### src/common/nand_host_pkg.sv
package nand_host_pkg;
  // Command codes
  localparam logic [7:0] CMD_READ_SETUP = 8'h00;
  localparam logic [7:0] CMD_READ_CONFIRM = 8'h30;
  localparam logic [7:0] CMD_RAND_OUT = 8'h05;
  localparam logic [7:0] CMD_RAND_OUT_CONFIRM = 8'he0;
  localparam logic [7:0] CMD_PROG_SETUP = 8'h80;
  localparam logic [7:0] CMD_RAND_IN = 8'h85;
  localparam logic [7:0] CMD_PROG_CONFIRM = 8'h10;
  localparam logic [7:0] CMD_PROG_DUMMY = 8'h11;
  localparam logic [7:0] CMD_PROG_SECOND = 8'h81;
  localparam logic [7:0] CMD_ERASE_SETUP = 8'h60;
  localparam logic [7:0] CMD_ERASE_CONFIRM = 8'hd0;
  localparam logic [7:0] CMD_STATUS = 8'h70;
  localparam logic [7:0] CMD_STATUS_ENH = 8'h78;
  localparam logic [7:0] CMD_RESET = 8'hff;
  // Status bit positions
  localparam int READY_STATUS_BIT = 6;
  localparam int PASS_FAIL_BIT = 0;
  // Address cycle counts
  localparam logic [2:0] ADDR_CYC_FULL = 3'd5;
  localparam logic [2:0] ADDR_CYC_COL = 3'd2;
  localparam logic [2:0] ADDR_CYC_BLOCK = 3'd3;
  localparam logic [2:0] ADDR_CYC_STATUS = 3'd3;
  // Plane select bit position within the third address byte
  localparam int PLANE_SEL_BIT = 6;
  // Bus timing: strobe phases at 40 MHz
  localparam int CLK_NS = 25;
  localparam int PHASE_NS = 25;
  localparam logic [3:0] PHASE_CYC = 4'((PHASE_NS + CLK_NS - 1) / CLK_NS);
  // Operation codes on the user port
  typedef enum logic [2:0] {
    OP_READ = 3'b000,
    OP_PROG = 3'b001,
    OP_PROG2 = 3'b010,
    OP_ERASE = 3'b011,
    OP_STATUS = 3'b100,
    OP_RESET = 3'b101,
    OP_RAND_OUT = 3'b110,
    OP_RAND_IN = 3'b111
  } op_t;
  localparam int FIFO_W = 8;
  localparam int FIFO_D = 16;
endpackage

### src/rtl/nand_host_ctrl.sv
`timescale 1ns/100ps
////////////////////////////////////////////////////////////////////////////////
module byte_fifo #(
  parameter int W = 8,
  parameter int D = 16
) (
  input wire logic mclk_i,
  input wire logic rst_i,
  // Fill side
  input wire logic in_valid_i,
  output logic in_ready_o,
  input wire logic [W-1:0] in_data_i,
  // Drain side
  output logic out_valid_o,
  input wire logic out_ready_i,
  output logic [W-1:0] out_data_o
);
  localparam int AW = $clog2(D);
  logic [W-1:0] mem [D];
  logic [AW-1:0] wp_r;
  logic [AW-1:0] rp_r;
  logic [AW:0] cnt_r;
  logic wr;
  logic rd;
  assign in_ready_o = (cnt_r != (AW+1)'(D));
  assign out_valid_o = (cnt_r != '0);
  assign out_data_o = mem[rp_r];
  assign wr = in_valid_i && in_ready_o;
  assign rd = out_valid_o && out_ready_i;
  always_ff @(posedge mclk_i) begin
    if (wr) begin
      mem[wp_r] <= in_data_i;
    end
  end
  always_ff @(posedge mclk_i) begin
    if (rst_i) begin
      wp_r <= '0;
      rp_r <= '0;
      cnt_r <= '0;
    end else begin
      if (wr) begin
        wp_r <= wp_r + 1'b1;
      end
      if (rd) begin
        rp_r <= rp_r + 1'b1;
      end
      if (wr && !rd) begin
        cnt_r <= cnt_r + 1'b1;
      end else if (rd && !wr) begin
        cnt_r <= cnt_r - 1'b1;
      end
    end
  end
endmodule
////////////////////////////////////////////////////////////////////////////////
module nand_host_ctrl
  import nand_host_pkg::*;
(
  input wire logic mclk_i,
  input wire logic rst_i,
  // User request
  input wire logic req_valid_i,
  output logic req_ready_o,
  input wire nand_host_pkg::op_t req_op_i,
  input wire logic [39:0] req_addr_i,
  input wire logic [12:0] req_len_i,
  input wire logic req_wp_n_i,
  // Write data in
  input wire logic wr_valid_i,
  output logic wr_ready_o,
  input wire logic [7:0] wr_data_i,
  // Read data out
  output logic rd_valid_o,
  output logic [7:0] rd_data_o,
  // Completion
  output logic done_o,
  output logic [7:0] status_o,
  // Flash pins
  output logic ce_n_o,
  output logic cle_o,
  output logic ale_o,
  output logic we_n_o,
  output logic re_n_o,
  output logic wp_n_o,
  input wire logic rb_n_i,
  input wire logic [7:0] io_i,
  output logic [7:0] io_o,
  output logic io_oe_o
);
  import nand_host_pkg::*;
  typedef enum logic [3:0] {
    ST_IDLE = 4'b0000,
    ST_CMD1 = 4'b0001,
    ST_ADDR = 4'b0010,
    ST_DIN = 4'b0011,
    ST_CMD2 = 4'b0100,
    ST_BUSY = 4'b0101,
    ST_DOUT = 4'b0110,
    ST_CMD3 = 4'b0111,
    ST_STAT = 4'b1000,
    ST_DONE = 4'b1001
  } st_t;
  st_t st_r;
  op_t op_r;
  logic [39:0] addr_r;
  logic [12:0] len_r;
  logic [12:0] plen_r;
  logic [2:0] acnt_r;
  logic [2:0] alim_r;
  logic [3:0] ph_r;
  logic half_r;
  logic second_r;
  logic busy_seen_r;
  logic [7:0] c1;
  logic [7:0] c2;
  logic strobe_end;
  logic f_valid;
  logic f_ready;
  logic [7:0] f_data;
  logic take_byte;
  //////////////////////////////////////////////////////////////////////////////
  // Write data buffer
  byte_fifo #(.W(FIFO_W), .D(FIFO_D)) u_fifo (
    .mclk_i(mclk_i),
    .rst_i(rst_i),
    .in_valid_i(wr_valid_i),
    .in_ready_o(wr_ready_o),
    .in_data_i(wr_data_i),
    .out_valid_o(f_valid),
    .out_ready_i(f_ready),
    .out_data_o(f_data)
  );
  assign req_ready_o = (st_r == ST_IDLE);
  // Each bus cycle: low half then high half, each PHASE_CYC cycles
  assign strobe_end = half_r && (ph_r == PHASE_CYC - 4'd1);
  assign take_byte = (st_r == ST_DIN) && f_valid && !half_r && (ph_r == 4'd0);
  assign f_ready = take_byte;
  always_comb begin
    c1 = CMD_READ_SETUP;
    c2 = CMD_READ_CONFIRM;
    case (op_r)
      OP_READ: begin
        c1 = CMD_READ_SETUP;
        c2 = CMD_READ_CONFIRM;
      end
      OP_PROG, OP_PROG2: begin
        c1 = second_r ? CMD_PROG_SECOND : CMD_PROG_SETUP;
        c2 = (op_r == OP_PROG2 && !second_r) ? CMD_PROG_DUMMY : CMD_PROG_CONFIRM;
      end
      OP_ERASE: begin
        c1 = CMD_ERASE_SETUP;
        c2 = CMD_ERASE_CONFIRM;
      end
      OP_STATUS: c1 = CMD_STATUS;
      OP_RESET: c1 = CMD_RESET;
      OP_RAND_OUT: begin
        c1 = CMD_RAND_OUT;
        c2 = CMD_RAND_OUT_CONFIRM;
      end
      OP_RAND_IN: c1 = CMD_RAND_IN;
      default: c1 = CMD_RESET;
    endcase
  end
  //////////////////////////////////////////////////////////////////////////////
  // Strobe phase counter
  always_ff @(posedge mclk_i) begin
    if (rst_i || st_r == ST_IDLE || st_r == ST_BUSY || st_r == ST_DONE) begin
      ph_r <= '0;
      half_r <= 1'b0;
    end else if (st_r == ST_DIN && !half_r && ph_r == 4'd0 && !f_valid) begin
      ph_r <= '0;
    end else if (ph_r == PHASE_CYC - 4'd1) begin
      ph_r <= '0;
      half_r <= !half_r;
    end else begin
      ph_r <= ph_r + 4'd1;
    end
  end
  //////////////////////////////////////////////////////////////////////////////
  // Sequencer
  always_ff @(posedge mclk_i) begin
    if (rst_i) begin
      st_r <= ST_IDLE;
      op_r <= OP_RESET;
      addr_r <= '0;
      len_r <= '0;
      plen_r <= '0;
      acnt_r <= '0;
      alim_r <= '0;
      second_r <= 1'b0;
      busy_seen_r <= 1'b0;
    end else begin
      case (st_r)
        ST_IDLE: begin
          if (req_valid_i) begin
            op_r <= req_op_i;
            addr_r <= req_addr_i;
            if (req_op_i == OP_PROG2) begin
              addr_r[16+PLANE_SEL_BIT] <= 1'b0;
            end
            len_r <= req_len_i;
            plen_r <= req_len_i;
            second_r <= 1'b0;
            // Erase sends only the three row bytes
            acnt_r <= (req_op_i == OP_ERASE) ? ADDR_CYC_FULL - ADDR_CYC_BLOCK : 3'd0;
            case (req_op_i)
              OP_RAND_OUT, OP_RAND_IN: alim_r <= ADDR_CYC_COL;
              OP_ERASE: alim_r <= ADDR_CYC_FULL;
              OP_STATUS, OP_RESET: alim_r <= '0;
              default: alim_r <= ADDR_CYC_FULL;
            endcase
            st_r <= ST_CMD1;
          end
        end
        ST_CMD1: begin
          if (strobe_end) begin
            st_r <= (alim_r == '0) ? ((op_r == OP_RESET) ? ST_BUSY : ST_STAT) : ST_ADDR;
            busy_seen_r <= 1'b0;
          end
        end
        ST_ADDR: begin
          if (strobe_end) begin
            acnt_r <= acnt_r + 3'd1;
            if (acnt_r == alim_r - 3'd1) begin
              case (op_r)
                OP_PROG, OP_PROG2, OP_RAND_IN: st_r <= (len_r == '0) ? ST_CMD2 : ST_DIN;
                OP_RAND_OUT: st_r <= ST_CMD2;
                default: st_r <= ST_CMD2;
              endcase
            end
          end
        end
        ST_DIN: begin
          if (strobe_end) begin
            len_r <= len_r - 13'd1;
            if (len_r == 13'd1) begin
              // Random input ends without a confirm; load continues later
              st_r <= (op_r == OP_RAND_IN) ? ST_DONE : ST_CMD2;
            end
          end
        end
        ST_CMD2: begin
          if (strobe_end) begin
            busy_seen_r <= 1'b0;
            st_r <= (op_r == OP_RAND_OUT) ? ST_DOUT : ST_BUSY;
          end
        end
        ST_BUSY: begin
          // Wait ready/busy low then high; no command issued meanwhile
          if (!rb_n_i) begin
            busy_seen_r <= 1'b1;
          end
          if (busy_seen_r && rb_n_i) begin
            if (op_r == OP_PROG2 && !second_r) begin
              second_r <= 1'b1;
              addr_r[16+PLANE_SEL_BIT] <= 1'b1;
              acnt_r <= '0;
              len_r <= plen_r;
              st_r <= ST_CMD1;
            end else if (op_r == OP_READ) begin
              st_r <= (len_r == '0) ? ST_DONE : ST_DOUT;
            end else if (op_r == OP_RESET) begin
              st_r <= ST_DONE;
            end else begin
              st_r <= ST_CMD3;
            end
          end
        end
        ST_CMD3: begin
          if (strobe_end) begin
            st_r <= ST_STAT;
          end
        end
        ST_DOUT: begin
          if (strobe_end) begin
            len_r <= len_r - 13'd1;
            if (len_r == 13'd1) begin
              st_r <= ST_DONE;
            end
          end
        end
        ST_STAT: begin
          if (strobe_end) begin
            st_r <= ST_DONE;
          end
        end
        ST_DONE: st_r <= ST_IDLE;
        default: st_r <= ST_IDLE;
      endcase
    end
  end
  //////////////////////////////////////////////////////////////////////////////
  // Pins
  always_ff @(posedge mclk_i) begin
    if (rst_i) begin
      ce_n_o <= 1'b1;
      cle_o <= 1'b0;
      ale_o <= 1'b0;
      we_n_o <= 1'b1;
      re_n_o <= 1'b1;
      io_o <= '0;
      io_oe_o <= 1'b0;
    end else begin
      ce_n_o <= (st_r == ST_IDLE || st_r == ST_DONE);
      cle_o <= (st_r == ST_CMD1 || st_r == ST_CMD2 || st_r == ST_CMD3);
      ale_o <= (st_r == ST_ADDR);
      we_n_o <= !((st_r == ST_CMD1 || st_r == ST_CMD2 || st_r == ST_CMD3 ||
                  st_r == ST_ADDR || (st_r == ST_DIN && (half_r || f_valid))) && !half_r);
      re_n_o <= !((st_r == ST_DOUT || st_r == ST_STAT) && !half_r);
      io_oe_o <= (st_r == ST_CMD1 || st_r == ST_CMD2 || st_r == ST_CMD3 ||
                  st_r == ST_ADDR || st_r == ST_DIN);
      if (take_byte) begin
        io_o <= f_data;
      end else if (st_r == ST_CMD1) begin
        io_o <= c1;
      end else if (st_r == ST_CMD2) begin
        io_o <= c2;
      end else if (st_r == ST_CMD3) begin
        io_o <= CMD_STATUS;
      end else if (st_r == ST_ADDR) begin
        io_o <= addr_r[8*acnt_r +: 8];
      end
    end
  end
  assign wp_n_o = req_wp_n_i;
  //////////////////////////////////////////////////////////////////////////////
  // Captured output
  always_ff @(posedge mclk_i) begin
    if (rst_i) begin
      rd_valid_o <= 1'b0;
      rd_data_o <= '0;
      status_o <= '0;
      done_o <= 1'b0;
    end else begin
      rd_valid_o <= 1'b0;
      done_o <= (st_r == ST_DONE);
      if (strobe_end && st_r == ST_DOUT) begin
        rd_valid_o <= 1'b1;
        rd_data_o <= io_i;
      end
      if (strobe_end && st_r == ST_STAT) begin
        status_o <= io_i;
      end
    end
  end
  //////////////////////////////////////////////////////////////////////////////
  // Checks
  a_busy_no_cmd: assert property (@(posedge mclk_i) disable iff (rst_i)
    (st_r == ST_BUSY) |=> !cle_o)
    else $error("command strobed while waiting busy");
  a_idle_ce_high: assert property (@(posedge mclk_i) disable iff (rst_i)
    (st_r == ST_IDLE) |=> ce_n_o)
    else $error("chip enable low while idle");
  a_read_latches: assert property (@(posedge mclk_i) disable iff (rst_i)
    !re_n_o |-> (!cle_o && !ale_o && we_n_o && !ce_n_o))
    else $error("read strobe with bad latch state");
  a_second_plane: assert property (@(posedge mclk_i) disable iff (rst_i)
    (st_r == ST_CMD1 && second_r && op_r == OP_PROG2) |-> addr_r[16+PLANE_SEL_BIT])
    else $error("second plane address not in plane one");
  a_erase_cmd: assert property (@(posedge mclk_i) disable iff (rst_i)
    (st_r == ST_CMD2 && op_r == OP_ERASE && half_r) |-> (cle_o && io_o == CMD_ERASE_CONFIRM))
    else $error("erase confirm wrong");
  a_busy_wait: assert property (@(posedge mclk_i) disable iff (rst_i)
    (st_r == ST_BUSY && !busy_seen_r && rb_n_i) |=> (st_r == ST_BUSY))
    else $error("left busy wait before busy seen");
  a_rd_pulse: assert property (@(posedge mclk_i) disable iff (rst_i)
    rd_valid_o |=> !rd_valid_o)
    else $error("read valid longer than one cycle");
  a_oe_read: assert property (@(posedge mclk_i) disable iff (rst_i)
    !re_n_o |-> !io_oe_o)
    else $error("driving bus during read");
endmodule

### config.mk
export PLATFORM = sky130hd
export DESIGN_NAME = nand_host_ctrl
export DESIGN_NICKNAME = d
export VERILOG_FILES = /design/src/common/nand_host_pkg.sv /design/src/rtl/nand_host_ctrl.sv
export SDC_FILE = /design/constraint.sdc
export NUM_CORES = 1
export LEC_CHECK = 0
export BUFFER_PORTS_ARGS = -buffer_cell sky130_fd_sc_hd__buf_2
export CAP_MARGIN = 25
export CORE_ASPECT_RATIO = 1.75
export CORE_UTILIZATION = 50
export DETAILED_ROUTE_END_ITERATION = 12
export PLACE_DENSITY = 0.69
export SYNTH_ARGS = -nofsm -noshare
export SYNTH_HDL_FRONTEND = slang
export SYNTH_SLANG_ARGS = --single-unit
### constraint.sdc
create_clock -name mclk_i -period 3.2 [get_ports mclk_i]
set_input_delay 0.64 -clock mclk_i [delete_from_list [all_inputs] [get_ports mclk_i]]
set_output_delay 0.64 -clock mclk_i [all_outputs]
set_load 0.01 [all_outputs]
==> metrics.md <==
| Metric | Value |
|---|---|
| Post-layout util | 0.589 |
| Hold Buf Count CTS | 0 |
| Synthesized area per cell | between 10 and 15 um2 |
| Root buffer cell | clkbuf_16 |
| Post-route ant nets | 0 |
| Layout cells sized above 1 | 0.211 |
| CP top delay family | simple AND/OR/NAND/NOR gates |
| Asr flop ratio synth | 0 |
| Final setup fails | 0 |
| Global-route usage over all layers | 0.240 |
| Syn Inst Count | about 1000 |
| Skew-Pair Late Insertion Delay | about 0.52 ns |
| Worst Setup End Kind | flip-flop |
| Critical path type | flip-flop to flip-flop |
| Placed Cells | 1424 |
| Final count of hold timing violations | 0 |
| Synth area leaders | edfxtp_1 33%, dfxtp_1 23%, mux4_2 7.6% |
| Yosys warnings | 0 |
| Critical Path Slowest Stage Cell | dfxtp_1 |
| Max_slew headroom | 0.386 |
| CTS tree | done |
| Largest net degree at the start of global routing | 46 |
| Top cell type's share of synthesized area | 0.335 |
| Area of the core | between 0.02 and 0.025 mm2 |
| Number of synthesized flops with an enable pin | about 130 |
| Post-cts sizing count | 0 |
| Clock tree buffer depth | 3 |
| Library cells used by synthesis | 70 |
| Initial DRC Count | approximately 420 |
| Vias | ~8200 |
| Max Cap Viol | 0 |
| Diodes inserted | 0 |
| Final net count | about 1200 |
| Final Non-Filler Cells | between 1000 and 1500 |
| Min Tclk post-route | just under 3 ns |
| Fin. max-slew vios | 0 |
| Worst Setup SP | u_fifo.cnt_r[1] |
| Status | completed |
| Setup Skew | 0.00619 ns |
| Total power | between 10 and 15 mW |
| RSZ-0062 raised after global routing | no |
| Post-CTS Repair Setup Buffers | 0 |
| Final wirelength | 27400 um |
| Hold wc startpoint | req_addr_i[8] |
| Class of the most critical hold timing path | input port to flip-flop |
| RR Startpoint | u_fifo.cnt_r[1] |
| I/O pin count | around 110 |
| Final worst slack | around 0.25 ns |
| Total grt overflow | 0 |
| Sequential area share after synthesis | 0.568 |
| CP peak stage delay | ~0.35 ns |
| DR pass1 iterations | 7 |
| Layout area overhead | 16.2% |
| Die area | between 0.02 and 0.025 mm2 |
| H-tree depth | 1 |
| Leakage | 4.85 nW |
| First-pass GRT wire length | 43400 um |
| WL per Instance | 18.7 um |
| Dpl hpwl | between 15000 and 20000 um |
| CTS Sinks | 262 |
| Port Buffer Count | between 100 and 150 |
| Crit Path Max Fanout | 4 |
| Initial core utilization | 0.507 |
| Max VDD drop | about 0.0005 V |
| Worst-Margin Slew | roughly 0.92 ns |
| Clock transition at path regs | around 0.070 ns |
| Setup TNS | 0 ns |
| DIE WIDTH | between 100 and 150 um |
| Dpl ws | between 0.2 and 0.25 ns |
| Cell area after synthesis | approximately 0.011 mm2 |
| Power per cell area | roughly 810 mW/mm2 |
| CTS Buf Count | 24 |
| Peak Freq | between 300 and 400 MHz |
| Row cnt | 73 |
| Crit start category | flip-flop |
| # DRC | 0 |
| Area leader, netlist | edfxtp_1 |
| Arrival @ worst endpoint | roughly 3.4 ns |
| Fillers | around 1900 |
| Required @ worst endpoint | 3.61 ns |
| Via density | between 5 and 6 |
| Main synth FF type | dfxtp_1 |
| Die Y | just over 200 um |
| Vias in the first global route | 8376 |
| Period utilization | 0.922 |
| Number of synthesized register bits | 262 |
| Syn_nets | roughly 1100 |
| GPL Wtd Cong | 0.855 |
| Sum of buffers and inverters on the critical path | 2 |
| Worst-path cell chain | nor4_2 > nor2b_1 > nor4_2 > inv_1 > ha_1 > inv_1 > ha_1 > nor2b_1 > o21a_1 > or3_1 > a21oi_1 > xnor2_1 > nor2_1 |
| Initial antenna violation count | 0 |
==> flip-flops by register name, summed over array words and instances, names as in the netlist, 2 cells and up, named ones only <==
register and count:
u_fifo.rp_r 4, plen_r 13, u_fifo.wp_r 4, addr_r 40, alim_r 2, u_fifo.cnt_r 5, rd_data_o 8, len_r 13
io_o 8, status_o 8, u_fifo.mem 128, acnt_r 3, ph_r 4, op_r 3, st_r 4
==> worst min-delay path: cells and delay by family <==
family	cells	cell delay, ns
buffers and inverters	1	0.10
AO/OA/AOI/OAI	1	0.05
AND/OR/NAND/NOR	1	0.04
==> cell type report <==
class	instances	area (um2)	area share
flip-flops and latches	262	6530	0.489
multi-input cells	691	4620	0.346
repair buffers	155	903	0.0677
clock buffers	31	648	0.0485
well taps	300	375	0.0281
clock inverters	13	216	0.0162
inverters	16	60.1	0.00450
==> metrics by stage <==
step | area, um2 | hold slack (ns)
2_1_floorplan | 11500 | 0.430
3_3_place_gp | 12500 | 0.438
3_5_place_dp | 12500 | 0.445
4_1_cts | 13300 | 0.348
5_1_grt | 13400 | 0.352
6_report | 13400 | 0.356
==> power by group <==
group	switching [mW]	total (mW)	internal [mW]
clock network	1.21	3.13	1.92
logic	2.05	3.37	1.31
registers	0.359	4.32	3.96
total	3.63	10.8	7.19
==> placed cells by master, fill, tap and decap left out, types with 21 or more instances in the layout <==
| cell | Yosys | final |
|---|---|---|
| a21oi_1 | 98 | 98 |
| buf_2 | 18 | 109 |
| buf_4 | 3 | 45 |
| clkbuf_16 | 0 | 25 |
| dfxtp_1 | 134 | 134 |
| edfxtp_1 | 128 | 128 |
| mux2i_1 | 21 | 21 |
| mux4_2 | 39 | 39 |
| nand2_1 | 166 | 165 |
| nand3_1 | 23 | 23 |
| nor2_1 | 99 | 99 |
| o21ai_0 | 31 | 31 |
==> path summary, 6_finish.rpt <==
kind | slack (ns) | depth (start not counted) | endpoint
worst max-delay path | 0.25 | 13 | u_fifo.cnt_r[4]
worst min-delay path | 0.36 | 3 | addr_r[8]
worst max register to register | 0.25 | 13 | u_fifo.cnt_r[4]
worst min register to register | 0.45 | 2 | status_o[0]
==> metal layers <==
metal / track usage / routed length (um)
met5: 0 / 0
met2: 0.472 / 15800
met4: 0.0900 / 952
met1: 0.253 / 9640
met3: 0.0266 / 1050
==> cell usage after synthesis, drive strengths merged, types with 4 or more instances <==
master and count:
nor2 99, or3 5, ha 17, mux2i 21
a31oi 7, mux4 39, o211ai 4, a221o 5
dfxtp 134, o21ai 31, nand2b 9, nand4 4
xor2 14, and2 4, clkbuf 45, nor3b 5
a311oi 4, xnor2 7, o22ai 5, or4 5
edfxtp 128, nand3 23, nor4 7, a211oi 12
nor3 17, nand2 166, a21oi 98, nor2b 17
a22oi 12, inv 16, buf 31
==> cells by family (layout without fill, tap and decap cells) <==
kind of cell,count (synthesis),after routing,share of synthesized area
xor gates and xnor gates,21,21,0.0167
adders and majority gates,18,18,0.0203
muxes,61,61,0.0957
buffers and inverters,92,215,0.0330
AOI/OAI and AO/OA,212,212,0.114
DFF,262,262,0.568
and+or+nand+nor,379,379,0.152
Note: power is estimated with default switching activity, not from simulation.
